File: src/inc/dbps_regs.vh
// Register map, field positions and timing constants of the bank power sequencer
`ifndef DBPS_REGS_VH
`define DBPS_REGS_VH

// Clock period in picoseconds (200 MHz)
`define DBPS_CLK_PS 5000

// Interval figures in nanoseconds
`define DBPS_PREDOWN_NS 200
`define DBPS_SETTLE_NS 50
`define DBPS_FIRST_ACCESS_NS 100
`define DBPS_REFRESH_HOLD_NS 100
`define DBPS_READ_HOLD_NS 20

// Standby limit in microseconds before a bank must be refreshed
`define DBPS_STANDBY_US 2000

// Register byte offsets
`define DBPS_ADDR_W 4
`define DBPS_REG_CTRL 4'h0
`define DBPS_REG_STATUS 4'h4

// Control register fields and reset value
`define DBPS_CTRL_OVERLAP 0
`define DBPS_CTRL_REFRESH_EN 1
`define DBPS_CTRL_RESET 2'h2

// Status register fields
`define DBPS_ST_CUR_LSB 0
`define DBPS_ST_TGT_LSB 3
`define DBPS_ST_STATE_LSB 6
`define DBPS_ST_POWER_LSB 9
`define DBPS_ST_REFRESHING 17

// AXI responses
`define DBPS_RESP_OKAY 2'h0
`define DBPS_RESP_DECERR 2'h3

// Bank geometry
`define DBPS_BANKS 8
`define DBPS_SEL_W 3
`define DBPS_CNT_W 8
`define DBPS_STBY_W 20

`endif

File: src/verilog/dbps_sequencer.v
// Bank power-down sequencer for a banked dynamic RAM array, with AXI4-Lite control
`timescale 1ns/10ps
`default_nettype none
`include "dbps_regs.vh"

module dbps_sequencer #(
	parameter [`DBPS_STBY_W-1:0] STANDBY_CYCLES = 20'h6_1A80
) (
	input wire aclk,
	input wire aresetn,
	input wire [`DBPS_ADDR_W-1:0] s_axi_awaddr,
	input wire [2:0] s_axi_awprot,
	input wire s_axi_awvalid,
	output wire s_axi_awready,
	input wire [31:0] s_axi_wdata,
	input wire [3:0] s_axi_wstrb,
	input wire s_axi_wvalid,
	output wire s_axi_wready,
	output reg [1:0] s_axi_bresp,
	output reg s_axi_bvalid,
	input wire s_axi_bready,
	input wire [`DBPS_ADDR_W-1:0] s_axi_araddr,
	input wire [2:0] s_axi_arprot,
	input wire s_axi_arvalid,
	output wire s_axi_arready,
	output reg [31:0] s_axi_rdata,
	output reg [1:0] s_axi_rresp,
	output reg s_axi_rvalid,
	input wire s_axi_rready,
	input wire address_change,
	input wire board_select_n,
	input wire write_pulse,
	input wire access_request,
	input wire bank_select_bit_0,
	input wire bank_select_bit_1,
	input wire bank_select_bit_2,
	output reg [`DBPS_BANKS-1:0] bank_power_enable,
	output reg [`DBPS_BANKS-1:0] array_enable_n,
	output reg [`DBPS_BANKS-1:0] bank_read_write,
	output reg refresh_start,
	output reg [`DBPS_SEL_W-1:0] refresh_bank,
	output wire mem_ready,
	output wire cycle_stretch
);

	// Ceiling division of a time in ns by the clock period
	function [`DBPS_CNT_W-1:0] ns_to_cyc;
		input integer ns;
		integer c;
		begin
			c = (ns * 1000 + `DBPS_CLK_PS - 1) / `DBPS_CLK_PS;
			if (c < 1) begin
				c = 1;
			end
			ns_to_cyc = c[`DBPS_CNT_W-1:0];
		end
	endfunction

	// One-hot decode of a bank number
	function [`DBPS_BANKS-1:0] bank_onehot;
		input [`DBPS_SEL_W-1:0] b;
		begin
			bank_onehot = {{(`DBPS_BANKS-1){1'b0}}, 1'b1} << b;
		end
	endfunction

	// Lowest-numbered bank whose standby timer has expired
	function [`DBPS_SEL_W-1:0] first_set;
		input [`DBPS_BANKS-1:0] v;
		integer i;
		begin
			first_set = {`DBPS_SEL_W{1'b0}};
			for (i = `DBPS_BANKS - 1; i >= 0; i = i - 1) begin
				if (v[i]) begin
					first_set = i[`DBPS_SEL_W-1:0];
				end
			end
		end
	endfunction

	localparam [`DBPS_CNT_W-1:0] PREDOWN_CYC = ns_to_cyc(`DBPS_PREDOWN_NS);
	localparam [`DBPS_CNT_W-1:0] SETTLE_CYC = ns_to_cyc(`DBPS_SETTLE_NS);
	localparam [`DBPS_CNT_W-1:0] FIRST_CYC = ns_to_cyc(`DBPS_FIRST_ACCESS_NS);
	localparam [`DBPS_CNT_W-1:0] REFRESH_CYC = ns_to_cyc(`DBPS_REFRESH_HOLD_NS);
	localparam [`DBPS_CNT_W-1:0] CNT_ONE = 8'h01;
	localparam [`DBPS_STBY_W-1:0] STBY_ONE = 20'h0_0001;

	localparam [2:0] ST_ACTIVE = 3'h0;
	localparam [2:0] ST_PREDOWN = 3'h1;
	localparam [2:0] ST_SETTLE = 3'h2;
	localparam [2:0] ST_FIRST = 3'h3;
	localparam [2:0] ST_REFRESH = 3'h4;

	reg [2:0] state_q;
	reg [`DBPS_CNT_W-1:0] cnt_q;
	reg [`DBPS_SEL_W-1:0] cur_q;
	reg [`DBPS_SEL_W-1:0] tgt_q;
	reg [`DBPS_SEL_W-1:0] ret_q;
	reg refreshing_q;
	reg [1:0] ctrl_q;
	reg [`DBPS_STBY_W-1:0] stby_q [0:`DBPS_BANKS-1];
	reg [`DBPS_BANKS-1:0] expired;
	reg aw_full_q;
	reg w_full_q;
	reg [`DBPS_ADDR_W-1:0] awaddr_q;
	reg [31:0] wdata_q;
	reg [3:0] wstrb_q;
	reg [`DBPS_BANKS-1:0] power_d;
	reg [`DBPS_BANKS-1:0] ce_n_d;
	reg [`DBPS_BANKS-1:0] rw_d;

	wire [`DBPS_SEL_W-1:0] new_bank;
	wire accept;
	wire want_refresh;
	wire cnt_done;
	wire overlap_en;

	assign new_bank = {bank_select_bit_2, bank_select_bit_1, bank_select_bit_0};
	assign overlap_en = ctrl_q[`DBPS_CTRL_OVERLAP];

	// Address change taken only when board selected and no write in flight
	assign accept = (state_q == ST_ACTIVE) & address_change & ~board_select_n
		& ~write_pulse & (new_bank != cur_q);

	// Standby refresh yields to a real address change and never cuts a write
	assign want_refresh = (state_q == ST_ACTIVE) & ctrl_q[`DBPS_CTRL_REFRESH_EN]
		& (|expired) & ~write_pulse & ~accept;

	assign cnt_done = (cnt_q == 8'h00);

	// Accesses only in the active state, after first-access hold and, when overlap is off, after settle
	assign mem_ready = (state_q == ST_ACTIVE);
	assign cycle_stretch = (state_q != ST_ACTIVE);

	// Expired flags of the standby timers
	always @* begin : expire_calc
		integer i;
		i = 0;
		expired = {`DBPS_BANKS{1'b0}};
		for (i = 0; i < `DBPS_BANKS; i = i + 1) begin
			expired[i] = (stby_q[i] >= STANDBY_CYCLES);
		end
	end

	// Standby timers: a powered bank restarts, an idle one counts to the limit
	always @(posedge aclk) begin : stby_timers
		integer i;
		for (i = 0; i < `DBPS_BANKS; i = i + 1) begin
			if (!aresetn || bank_power_enable[i]) begin
				stby_q[i] <= {`DBPS_STBY_W{1'b0}};
			end else if (!expired[i]) begin
				stby_q[i] <= stby_q[i] + STBY_ONE;
			end
		end
	end

	// Sequencing state machine
	always @(posedge aclk) begin
		if (!aresetn) begin
			state_q <= ST_ACTIVE;
			cnt_q <= 8'h00;
			cur_q <= 3'h0;
			tgt_q <= 3'h0;
			ret_q <= 3'h0;
			refreshing_q <= 1'b0;
			refresh_start <= 1'b0;
			refresh_bank <= 3'h0;
		end else begin
			refresh_start <= 1'b0;
			case (state_q)
				ST_ACTIVE: begin
					if (accept) begin
						tgt_q <= new_bank;
						state_q <= ST_PREDOWN;
						cnt_q <= PREDOWN_CYC - CNT_ONE;
					end else if (want_refresh) begin
						tgt_q <= first_set(expired);
						ret_q <= cur_q;
						refreshing_q <= 1'b1;
						state_q <= ST_PREDOWN;
						cnt_q <= PREDOWN_CYC - CNT_ONE;
					end
				end
				ST_PREDOWN: begin
					if (cnt_done) begin
						cur_q <= tgt_q;
						if (overlap_en) begin
							// New bank already powered for the whole interval
							state_q <= refreshing_q ? ST_REFRESH : ST_FIRST;
							cnt_q <= refreshing_q ? REFRESH_CYC - CNT_ONE : FIRST_CYC - CNT_ONE;
							refresh_start <= refreshing_q;
							refresh_bank <= tgt_q;
						end else begin
							state_q <= ST_SETTLE;
							cnt_q <= SETTLE_CYC - CNT_ONE;
						end
					end else begin
						cnt_q <= cnt_q - CNT_ONE;
					end
				end
				ST_SETTLE: begin
					if (cnt_done) begin
						if (refreshing_q) begin
							state_q <= ST_REFRESH;
							cnt_q <= REFRESH_CYC - CNT_ONE;
							refresh_start <= 1'b1;
							refresh_bank <= cur_q;
						end else begin
							state_q <= ST_FIRST;
							cnt_q <= FIRST_CYC - CNT_ONE;
						end
					end else begin
						cnt_q <= cnt_q - CNT_ONE;
					end
				end
				ST_FIRST: begin
					if (cnt_done) begin
						state_q <= ST_ACTIVE;
					end else begin
						cnt_q <= cnt_q - CNT_ONE;
					end
				end
				ST_REFRESH: begin
					if (cnt_done) begin
						// Go back to the bank the system had addressed
						tgt_q <= ret_q;
						refreshing_q <= 1'b0;
						state_q <= ST_PREDOWN;
						cnt_q <= PREDOWN_CYC - CNT_ONE;
					end else begin
						cnt_q <= cnt_q - CNT_ONE;
					end
				end
				default: begin
					state_q <= ST_ACTIVE;
					cnt_q <= 8'h00;
				end
			endcase
		end
	end

	// Bank pin values: current bank powered, target bank too in overlapped pre-down, others read and disabled
	always @* begin
		power_d = bank_onehot(cur_q);
		if (overlap_en && state_q == ST_PREDOWN) begin
			power_d = power_d | bank_onehot(tgt_q);
		end
		ce_n_d = {`DBPS_BANKS{1'b1}};
		rw_d = {`DBPS_BANKS{1'b1}};
		if (state_q == ST_ACTIVE) begin
			ce_n_d = ~(bank_onehot(cur_q) & {`DBPS_BANKS{access_request}});
			rw_d = ~(bank_onehot(cur_q) & {`DBPS_BANKS{write_pulse}});
		end
	end

	// Registered bank pins
	always @(posedge aclk) begin
		if (!aresetn) begin
			bank_power_enable <= 8'h01;
			array_enable_n <= 8'hFF;
			bank_read_write <= 8'hFF;
		end else begin
			bank_power_enable <= power_d;
			array_enable_n <= ce_n_d;
			bank_read_write <= rw_d;
		end
	end

	// AXI write channels: address and data taken in either order
	assign s_axi_awready = ~aw_full_q & ~s_axi_bvalid;
	assign s_axi_wready = ~w_full_q & ~s_axi_bvalid;

	always @(posedge aclk) begin
		if (!aresetn) begin
			aw_full_q <= 1'b0;
			w_full_q <= 1'b0;
			awaddr_q <= 4'h0;
			wdata_q <= 32'h0000_0000;
			wstrb_q <= 4'h0;
			s_axi_bvalid <= 1'b0;
			s_axi_bresp <= `DBPS_RESP_OKAY;
			ctrl_q <= `DBPS_CTRL_RESET;
		end else begin
			if (s_axi_awvalid && s_axi_awready) begin
				aw_full_q <= 1'b1;
				awaddr_q <= s_axi_awaddr;
			end
			if (s_axi_wvalid && s_axi_wready) begin
				w_full_q <= 1'b1;
				wdata_q <= s_axi_wdata;
				wstrb_q <= s_axi_wstrb;
			end
			if (aw_full_q && w_full_q && !s_axi_bvalid) begin
				aw_full_q <= 1'b0;
				w_full_q <= 1'b0;
				s_axi_bvalid <= 1'b1;
				if (awaddr_q == `DBPS_REG_CTRL) begin
					s_axi_bresp <= `DBPS_RESP_OKAY;
					if (wstrb_q[0]) begin
						ctrl_q <= wdata_q[1:0];
					end
				end else if (awaddr_q == `DBPS_REG_STATUS) begin
					s_axi_bresp <= `DBPS_RESP_OKAY; // Read-only, write ignored
				end else begin
					s_axi_bresp <= `DBPS_RESP_DECERR;
				end
			end else if (s_axi_bvalid && s_axi_bready) begin
				s_axi_bvalid <= 1'b0;
			end
		end
	end

	// AXI read channel: one answer per address, one cycle later
	assign s_axi_arready = ~s_axi_rvalid;

	always @(posedge aclk) begin
		if (!aresetn) begin
			s_axi_rvalid <= 1'b0;
			s_axi_rdata <= 32'h0000_0000;
			s_axi_rresp <= `DBPS_RESP_OKAY;
		end else if (s_axi_arvalid && s_axi_arready) begin
			s_axi_rvalid <= 1'b1;
			s_axi_rdata <= 32'h0000_0000;
			s_axi_rresp <= `DBPS_RESP_OKAY;
			if (s_axi_araddr == `DBPS_REG_CTRL) begin
				s_axi_rdata[1:0] <= ctrl_q;
			end else if (s_axi_araddr == `DBPS_REG_STATUS) begin
				s_axi_rdata[`DBPS_ST_CUR_LSB +: 3] <= cur_q;
				s_axi_rdata[`DBPS_ST_TGT_LSB +: 3] <= tgt_q;
				s_axi_rdata[`DBPS_ST_STATE_LSB +: 3] <= state_q;
				s_axi_rdata[`DBPS_ST_POWER_LSB +: 8] <= bank_power_enable;
				s_axi_rdata[`DBPS_ST_REFRESHING] <= refreshing_q;
			end else begin
				s_axi_rresp <= `DBPS_RESP_DECERR;
			end
		end else if (s_axi_rvalid && s_axi_rready) begin
			s_axi_rvalid <= 1'b0;
		end
	end

endmodule
`default_nettype wire

File: config.mk
export PLATFORM = sky130hd
export DESIGN_NAME = dbps_sequencer
export DESIGN_NICKNAME = d
export VERILOG_FILES = /design/src/verilog/dbps_sequencer.v
export VERILOG_INCLUDE_DIRS = /design/src /design/src/inc
export SDC_FILE = /design/constraint.sdc
export NUM_CORES = 1
export LEC_CHECK = 0
export BUFFER_PORTS_ARGS = -buffer_cell sky130_fd_sc_hd__buf_2
export CAP_MARGIN = 5
export CORE_UTILIZATION = 35
export DETAILED_ROUTE_END_ITERATION = 7
export PLACE_DENSITY = 0.53
export SKIP_LAST_GASP = 1
export SLEW_MARGIN = 10
export SYNTH_ARGS = -nofsm -noshare
export SYNTH_HDL_FRONTEND = slang
export SYNTH_SLANG_ARGS = --single-unit
File: constraint.sdc
create_clock -name aclk -period 4.6 [get_ports aclk]
set_input_delay 0.46 -clock aclk [delete_from_list [all_inputs] [get_ports aclk]]
set_output_delay 0.46 -clock aclk [all_outputs]
set_load 0.03 [all_outputs]
; After elaboration in Yosys (flattened, before gate mapping)
; Memory sizes are Yosys's and may differ from the RTL's.
; Cells that the tools add are included.
; W data, S select, Z words.
[op_classes]
reduce_logical = 38
n_lt_le_gt_ge = 8
bitwise_logic = 31
muxes = 103
eq_ne = 17
shifts = 2
add_sub_neg = 9
[op_table]
columns = cell, n
row1 = $add A20 B1 Y20 const B, 8
row2 = $ge A20 B19 Y1 const B, 8
row3 = $mux W20, 8
row4 = $mux W3, 23
row5 = $mux W8, 7
row6 = $mux W1, 51
row7 = $pmux W8 S5, 1
row8 = $mux W18, 1
row9 = $and A8 B8 Y8, 2
row10 = $mux W16, 1
row11 = $ne A2 B2 Y1 const B, 8
row12 = $not A8 Y8, 2
row13 = $shl A1 B3 Y8 const A, 2
row14 = $pmux W3 S5, 1
row15 = $pmux W3 S2, 2
row16 = $and A1 B1 Y1, 10
row17 = $mux W2, 5
row18 = $reduce_and A5 Y1, 2
row19 = $reduce_and A3 Y1, 3
row20 = $eq A4 B3 Y1 const B, 2
row21 = $logic_and A1 B1 Y1, 8
row22 = $logic_not A4 Y1, 2
row23 = $logic_not A8 Y1, 1
row24 = $logic_or A1 B1 Y1, 8
row25 = 20 further kinds, 42
[word_totals]
ram_bits = 160
inputBits = 64
word_cells = 231
ff_bits = 84
memories = 1
[memory_table]
columns = name, depth, width, rd, rd_ports_with_merged_regs, write_ports, line_no
row1 = stby_q, 8, 20, 8, 0, 8, dbps_sequencer.v:101  ; reg [`DBPS_STBY_W-1:0] stby_q [0:`DBPS_BANKS-1];

; Logic depth before layout (Yosys ltp)
; Gate-level depths: netlist of run 1.
; An unclocked memory read counts as a cell.
[logic_depth]
ltp_word = 13
mapped_depth = 9

; Worst setup path after synthesis of run 1
; Ideal clock, no wire load.
[synth_path]
path_kind = flip-flop to flip-flop
startpoint = mem stby_q[1][16] (netlist bit)
endpoint = reg cnt_q[2]
setup_ns = 0.141
period_less_slack_ns = 2.207
required_time_ns = 4.459
slack_ns = 2.393
arrival_time_ns = 2.066
path_stages_with_launch = 8
cell_sequence = edfxtp_1 nor4_1 o31ai_1 a31o_2 nor4_4 a31oi_2 o22ai_4 a2111oi_0
[synth_rtl]
columns = element, line_no
row1 = from (decl), dbps_sequencer.v:101
row2 = to (signal assigned), dbps_sequencer.v:175  ; cnt_q <= PREDOWN_CYC - CNT_ONE;
row3 = to (signal assigned), dbps_sequencer.v:181  ; cnt_q <= PREDOWN_CYC - CNT_ONE;
row4 = to (signal assigned), dbps_sequencer.v:190  ; cnt_q <= refreshing_q ? REFRESH_CYC - CNT_ONE : FIRST_CYC - CNT_ONE;
row5 = to (decl), dbps_sequencer.v:95  ; reg [`DBPS_CNT_W-1:0] cnt_q;

; Worst setup path in the final report of run 1
[layout_path]
startpoint = reg state_q[1]
endpoint = reg cnt_q[2]
[layout_via]
elab_chain_len = 9
word_cells_on_any_way = 19
cone_classes = eq/ne: 6 / mux: 2 / bitwise: 9 / reduce/logical: 2
[layout_lines]
columns = element, line_no
row1 = from (decl), dbps_sequencer.v:94  ; reg [2:0] state_q;
row2 = from (signal assigned), dbps_sequencer.v:189  ; state_q <= refreshing_q ? ST_REFRESH : ST_FIRST;
row3 = $logic_not A3 Y1, "dbps_sequencer.v:122, dbps_sequencer.v:126, dbps_sequencer.v:170"
row4 = $and A1 B1 Y1 (2 in series), dbps_sequencer.v:122  ; assign accept = (state_q == ST_ACTIVE) & address_change & ~board_select_n
row5 = $and A1 B1 Y1 (2 in series), dbps_sequencer.v:123  ; & ~write_pulse & (new_bank != cur_q);
row6 = $not A1 Y1 (no source line), --
row7 = $and A1 B1 Y1, dbps_sequencer.v:126  ; assign want_refresh = (state_q == ST_ACTIVE) & ctrl_q[`DBPS_CTRL_REFRESH_EN]
row8 = $ne A3 B1 Y1 (no source line), --
row9 = $reduce_and A2 Y1 (no source line), --
; Parallel ways exist; a longest one is shown, timed or not.
; A chain may end at the register's enable or synchronous reset.

==> results.sh, run 1 <==
export IMPL_numPortBuffers=81
export IMPL_fin_crit_sh_pct=58.6
export IMPL_antenna_found_initial=0
export IMPL_stdcell_count=1752
export IMPL_fillerInstances=3341
export IMPL_period_needed_ns=2.69
export IMPL_die_area_um2=35000
export IMPL_grt_pass1_vias=8094
export IMPL_coreArea_um2=33600
export IMPL_start_util_pct=35.7
export IMPL_ys_warn_count=0
export IMPL_area_growth_pct=13.6
export IMPL_synth_edf_count=160
export IMPL_post_drt_wl_per_cell_um=14.9
export IMPL_max_freq_ghz=0.371
export IMPL_status="completed"
export IMPL_synth_area_leader_cell="edfxtp_1"
export IMPL_skew_ns=0.0116
export IMPL_yosys_area_top_type_share_pct=40.0
export IMPL_hpwl_um=17700
export IMPL_setup_viol=0
export IMPL_cts_resized=0
export IMPL_drc=0
export IMPL_finalWirelength_um=26000
export IMPL_ant_nets=0
export IMPL_min_path_type="primary input to flip-flop"
export IMPL_syn_inst=1209
export IMPL_p_sw_share_pct=28.9
export IMPL_die_h_um=187
export IMPL_critPathMaxFanout=13
export IMPL_path_class="flip-flop to flip-flop"
export IMPL_antenna_cells=0
export IMPL_irDropWorstVdd_mv=0.317
export IMPL_insertion_delay_ns=0.53
export IMPL_grt_util_all_layers_pct=14.6
export IMPL_path_clk_slew_ns=0.06
export IMPL_dp_cells=1699
export IMPL_cellLeakagePower_uw=0.00503
export IMPL_htreeDepth=1
export IMPL_cellPowerDensity_nw_per_um2=422
export IMPL_syn_mean_instance_area_um2=9.92
export IMPL_synthArstFlopShare_pct=0
export IMPL_cp_arrival_ns=3.08
export IMPL_internal_power_uw=4090
export IMPL_place_ws_ns=1.79
export IMPL_num_vias=8671
export IMPL_gp_congestion=0.787
export IMPL_grt_pass1_wl_um=42000
export IMPL_fp_dieW_um=187
export IMPL_critical_path_required_ns=4.99
export IMPL_drt_pass1_iterations=5
export IMPL_vias_per_cell=4.95
export IMPL_power_frac_clock_pct=36.3
export IMPL_cts_setup_buffers=0
export IMPL_clockBufferDepth=3
export IMPL_combPwrFrac_pct=15.9
export IMPL_hold_buffers=0
export IMPL_relSlewSlack_pct=27.0
export IMPL_cts_root_buf="clkbuf_16"
export IMPL_fp_row_count=67
export IMPL_finalHoldViolations=0
export IMPL_ioPinCount=135
export IMPL_post_synth_top_count_cell="nor2_1"
export IMPL_nNetsFinal=1364
export IMPL_setup_slack_ns=1.91
export IMPL_maxCapViolCount=0
export IMPL_worstMarginPinSlew_ns=1.09
export IMPL_maxSlewViolCount=0
export IMPL_rsz0062_at_grt="false"
export IMPL_drive_above_1_share_pct=10.4
export IMPL_cp_end_kind="flip-flop"
export IMPL_p_switching_uw=1670
export IMPL_synthTopCellsByArea="edfxtp_1 (40%), dfxtp_1 (14%), nor2_1 (7.6%), xor2_1 (5.7%), xnor2_1 (3.4%)"
export IMPL_synth_flop_cell="edfxtp_1"
export IMPL_start_kind="flip-flop"
export IMPL_ys_seq_area_share_pct=53.7
export IMPL_syn_area_um2=12000
export IMPL_grt_overflow=0
export IMPL_grt_max_degree=41
export IMPL_pwr_share_seq_pct=47.8
export IMPL_cts_tree="done"
export IMPL_cts_buffers=29
export IMPL_synth_cell_type_count=63
export IMPL_synthTopCellsByCount="nor2_1 (242), edfxtp_1 (160), nand2_1 (95)"
export IMPL_cts_sinks=242
export IMPL_tns_ns=0
export IMPL_ys_ff_latch=242
export IMPL_drtIter0Drc=577
export IMPL_power_uw=5750
-- state kept, by name, summed over array words and instances (netlist names), 4 cells and up --
register / cells
stby_q: 160
s_axi_rdata: 18
array_enable_n: 8
bank_power_enable: 8
bank_read_write: 8
cnt_q: 8
awaddr_q: 4
-- path summary, 6_finish.rpt --
kind / start / to / slack [ns] / depth (start not counted)
min reg2reg: ret_q[0]$_SDFFE_PN0P_ / ret_q[0]$_SDFFE_PN0P_ / 0.49 / 2
max: state_q[1]$_SDFFE_PN0P_ / cnt_q[2]$_SDFFE_PN0P_ / 1.91 / 6
max reg2reg: state_q[1]$_SDFFE_PN0P_ / cnt_q[2]$_SDFFE_PN0P_ / 1.91 / 6
min: s_axi_rready / s_axi_rvalid$_SDFFE_PN0P_ / 0.11 / 2
-- kinds of logic after synthesis --
kind of cell / after synthesis / synth area share, %
fa+ha+maj: 19 / 1.96
compound gates: 137 / 7.56
xor+xnor: 124 / 9.05
flops: 242 / 53.7
other cells: 1 / 0.0313
buf+inv: 109 / 3.95
mux: 23 / 1.92
simple gates: 554 / 21.8
-- worst max-delay path, stage by stage (launching register included) --
cell	delay (ns)
dfxtp_1	0.44
or3_1	0.47
nor2_1	0.29
and4b_1	0.47
nand2b_1	0.25
o22ai_4	0.15
a2111oi_0	0.48
-- layout make-up --
| class | count | area [um2] | area share, % |
|---|---|---|---|
| inverters | 45 | 169 | 1.24 |
| well taps | 448 | 561 | 4.11 |
| clock buffers | 39 | 773 | 5.67 |
| repair buffers | 85 | 435 | 3.19 |
| multi-input cells | 879 | 5160 | 37.9 |
| clock inverters | 14 | 87.6 | 0.642 |
| flip-flops and latches | 242 | 6450 | 47.3 |
-- power by group through the flow --
stage / Combinational [uW] / Sequential (uW) / Clock (uW)
floorplan: 731 / 2730 / 0
global placement: 906 / 2790 / 0
detailed placement: 912 / 2790 / 0
CTS: 917 / 2750 / 2150
global route: 1020 / 2780 / 2230
finish: 914 / 2750 / 2090
-- through the flow --
step	hold slack, ns	util [%]	instance area (um2)
floorplan	0.441	-	12100
global placement	0.467	38.0	12800
detailed placement	0.475	38.0	12800
CTS	0.0918	40.6	13600
global route	0.103	40.6	13600
finish	0.114	40.6	13600
-- metal layers --
layer / track usage, % / wire [um]
met1: 20.6 / 12700
met2: 23.0 / 11500
met3: 2.38 / 1330
met4: 4.10 / 542
met5: 0 / 0
-- cells in the final DEF (no fill, tap or decap), types with 27 or more instances in the layout --
| master | n |
|---|---|
| a21oi_1 | 35 |
| and3_1 | 34 |
| buf_2 | 81 |
| clkbuf_16 | 29 |
| dfxtp_1 | 82 |
| edfxtp_1 | 160 |
| inv_1 | 44 |
| nand2_1 | 95 |
| nand3_1 | 57 |
| nor2_1 | 242 |
| o21ai_0 | 27 |
| xnor2_1 | 46 |
| xor2_1 | 78 |
Note: power is estimated with default switching activity, not from simulation.
==> run 2, diff against run 1 <==
--- a/config.mk
+++ b/config.mk
@@ -10,7 +10,7 @@
 export CAP_MARGIN = 5
 export CORE_UTILIZATION = 35
 export DETAILED_ROUTE_END_ITERATION = 7
-export PLACE_DENSITY = 0.53
+export PLACE_DENSITY = 0.55
 export SKIP_LAST_GASP = 1
 export SLEW_MARGIN = 10
 export SYNTH_ARGS = -nofsm -noshare
==> constraint.sdc (replaced) <==
create_clock -name aclk -period 2.2 [get_ports aclk]
set_input_delay 0.22 -clock aclk [delete_from_list [all_inputs] [get_ports aclk]]
set_output_delay 0.22 -clock aclk [all_outputs]
set_load 0.03 [all_outputs]
==> run 2 against run 1 <==
- the run now ends with setup timing left
- final area up 10%
- total power up 120%
- die area unchanged
- via count up 4.9%
- count of clock-buffer cells in the layout unchanged
- global-route usage up 0.99 points
- critical path type unchanged
==> results.sh, run 2 (synthesized netlist as in run 1, its figures left out) <==
export IMPL_status="complete, but fails checks"
export IMPL_violations="setup timing"
export IMPL_cellLeakagePower_uw=0.00582
export IMPL_hpwl_um=19300
export IMPL_dpl_instance_area_um2=13800
export IMPL_final_cell_area_um2=15000
export IMPL_start_kind="flip-flop"
export IMPL_clockBufferDepth=3
export IMPL_cp_arrival_ns=2.76
export IMPL_skew_ns=0.00925
export IMPL_setup_viol=14
export IMPL_path_cells="nor4_2 -> o31ai_1 -> a31o_2 -> nor4_4 -> buf_4 -> buf_4 -> a31o_4 -> a21oi_1 -> a32o_1"
export IMPL_slowest_stage="edfxtp_1"
export IMPL_drtIter0Drc=656
export IMPL_irDropWorstVdd_mv=0.573
export IMPL_fin_crit_sh_pct=106
export IMPL_die_h_um=187
export IMPL_finalHoldViolations=0
export IMPL_setup_slack_ns=-0.133
export IMPL_drive_above_1_share_pct=19.6
export IMPL_relSlewSlack_pct=58.6
export IMPL_drt_pass1_iterations=5
export IMPL_htreeDepth=1
export IMPL_die_area_um2=35000
export IMPL_vias_per_cell=4.83
export IMPL_finalWirelength_um=27400
export IMPL_numPortBuffers=81
export IMPL_final_common_cell="nor2_1"
export IMPL_coreArea_um2=33600
export IMPL_cp_common_cell="buf_4"
export IMPL_max_freq_ghz=0.429
export IMPL_path_class="flip-flop to flip-flop"
export IMPL_rsz0062_at_grt="true"
export IMPL_cts_tree="done"
export IMPL_ioPinCount=135
export IMPL_antenna_found_initial=0
export IMPL_cp_end_kind="flip-flop"
export IMPL_fp_row_count=67
export IMPL_cts_sinks=242
export IMPL_cts_root_buf="clkbuf_16"
export IMPL_critPathMaxFanout=4
export IMPL_largest_registers="stby_q: 160 flops, s_axi_rdata: 18 flops"
export IMPL_drc=0
export IMPL_cellPowerDensity_nw_per_um2=853
export IMPL_area_growth_pct=25.0
export IMPL_num_vias=9098
export IMPL_start_util_pct=35.7
export IMPL_worstMarginPinSlew_ns=0.619
export IMPL_maxCapViolCount=0
export IMPL_gp_congestion=0.842
export IMPL_maxSlewViolCount=0
export IMPL_regMostFlops="stby_q"
export IMPL_mostFrequentLayoutCells="nor2_1 (241), edfxtp_1 (160), buf_4 (113)"
export IMPL_period_needed_ns=2.33
export IMPL_nNetsFinal=1496
export IMPL_min_path_type="primary input to flip-flop"
export IMPL_antenna_cells=0
export IMPL_grt_pass1_vias=8772
export IMPL_post_drt_wl_per_cell_um=14.6
export IMPL_grt_overflow=0
export IMPL_insertion_delay_ns=0.54
export IMPL_ant_nets=0
export IMPL_critical_path_required_ns=2.62
export IMPL_cpPeakStageDelay_ns=0.40
export IMPL_grt_max_degree=26
export IMPL_largest_register_ffs=160
export IMPL_path_clk_slew_ns=0.06
export IMPL_fp_dieW_um=187
export IMPL_grt_util_all_layers_pct=15.6
export IMPL_grt_pass1_wl_um=45000
export IMPL_power_uw=12800
export IMPL_cts_buffers=28
## run 2: report_power, final
group / internal (uW) / total (uW) / leakage, uW / switching (uW)
sequential: 5280 / 5620 / 0.00246 / 334
clock: 2720 / 4580 / 0.000461 / 1850
combinational: 1110 / 2590 / 0.00290 / 1480
total: 9120 / 12800 / 0.00582 / 3670
## run 2: critical path, delay by kind of cell, from the launching register on
family / cells / cell delay (ns)
flops: 1 / 0.40
buf+inv: 2 / 0.34
compound gates: 5 / 0.90
simple gates: 2 / 0.58
## run 2: area by class of cell
cell class,count,area [um2]
Clock buffer,39,823
Clock inverter,13,101
Fill cell,3181,18600
Inverter,45,169
Multi-Input combinational cell,879,5300
Sequential cell,242,6450
Tap cell,448,561
Timing Repair Buffer,218,1600
## run 2: final timing paths
check	from	endpoint	slack, ns	depth (start not counted)
hold / removal	s_axi_wvalid	w_full_q$_SDFFE_PP0P_	0.1	4
setup reg to reg	stby_q[1][36]$_SDFFCE_PN0P_	tgt_q[0]$_SDFFE_PN0P_	-0.13	9
hold reg to reg	s_axi_rdata[1]$_SDFFE_PN0P_	s_axi_rdata[1]$_SDFFE_PN0P_	0.48	2
setup / recovery	stby_q[1][36]$_SDFFCE_PN0P_	tgt_q[0]$_SDFFE_PN0P_	-0.13	9
## run 2: metrics by stage
step	setup slack, ns	TNS [ns]	util [%]	std cells	hold slack (ns)
2_1_floorplan	0.0186	0	-	1230	0.320
3_3_place_gp	-0.165	-2.00	41.0	1818	0.410
3_5_place_dp	-0.203	-2.46	41.0	1818	0.418
4_1_cts	-0.126	-1.12	44.2	1882	0.0751
5_1_grt	-0.257	-3.11	44.6	1884	0.105
6_report	-0.133	-0.767	44.6	1884	0.0960
## run 2: repair_timing
action                                  in CTS  in global routing
hold buffers                                10                  0
gates resized for setup                      8                 21
pin swaps                                    9                  7
endpoints found under the setup margin      20                108
gates cloned                                 0                  0
buffers inserted                             2                  2
hold endpoints to repair                     9                  0
## run 2: routing by layer
layer | up-vias | part of all wire [%] | track usage, %
met2 | 146 | 46 | 25.4
met3 | 35 | 3.7 | 1.99
met5 | - | 0 | 0
met1 | 4313 | 49 | 22.1
li1 | 4604 | - | -
met4 | 0 | 1.7 | 3.28
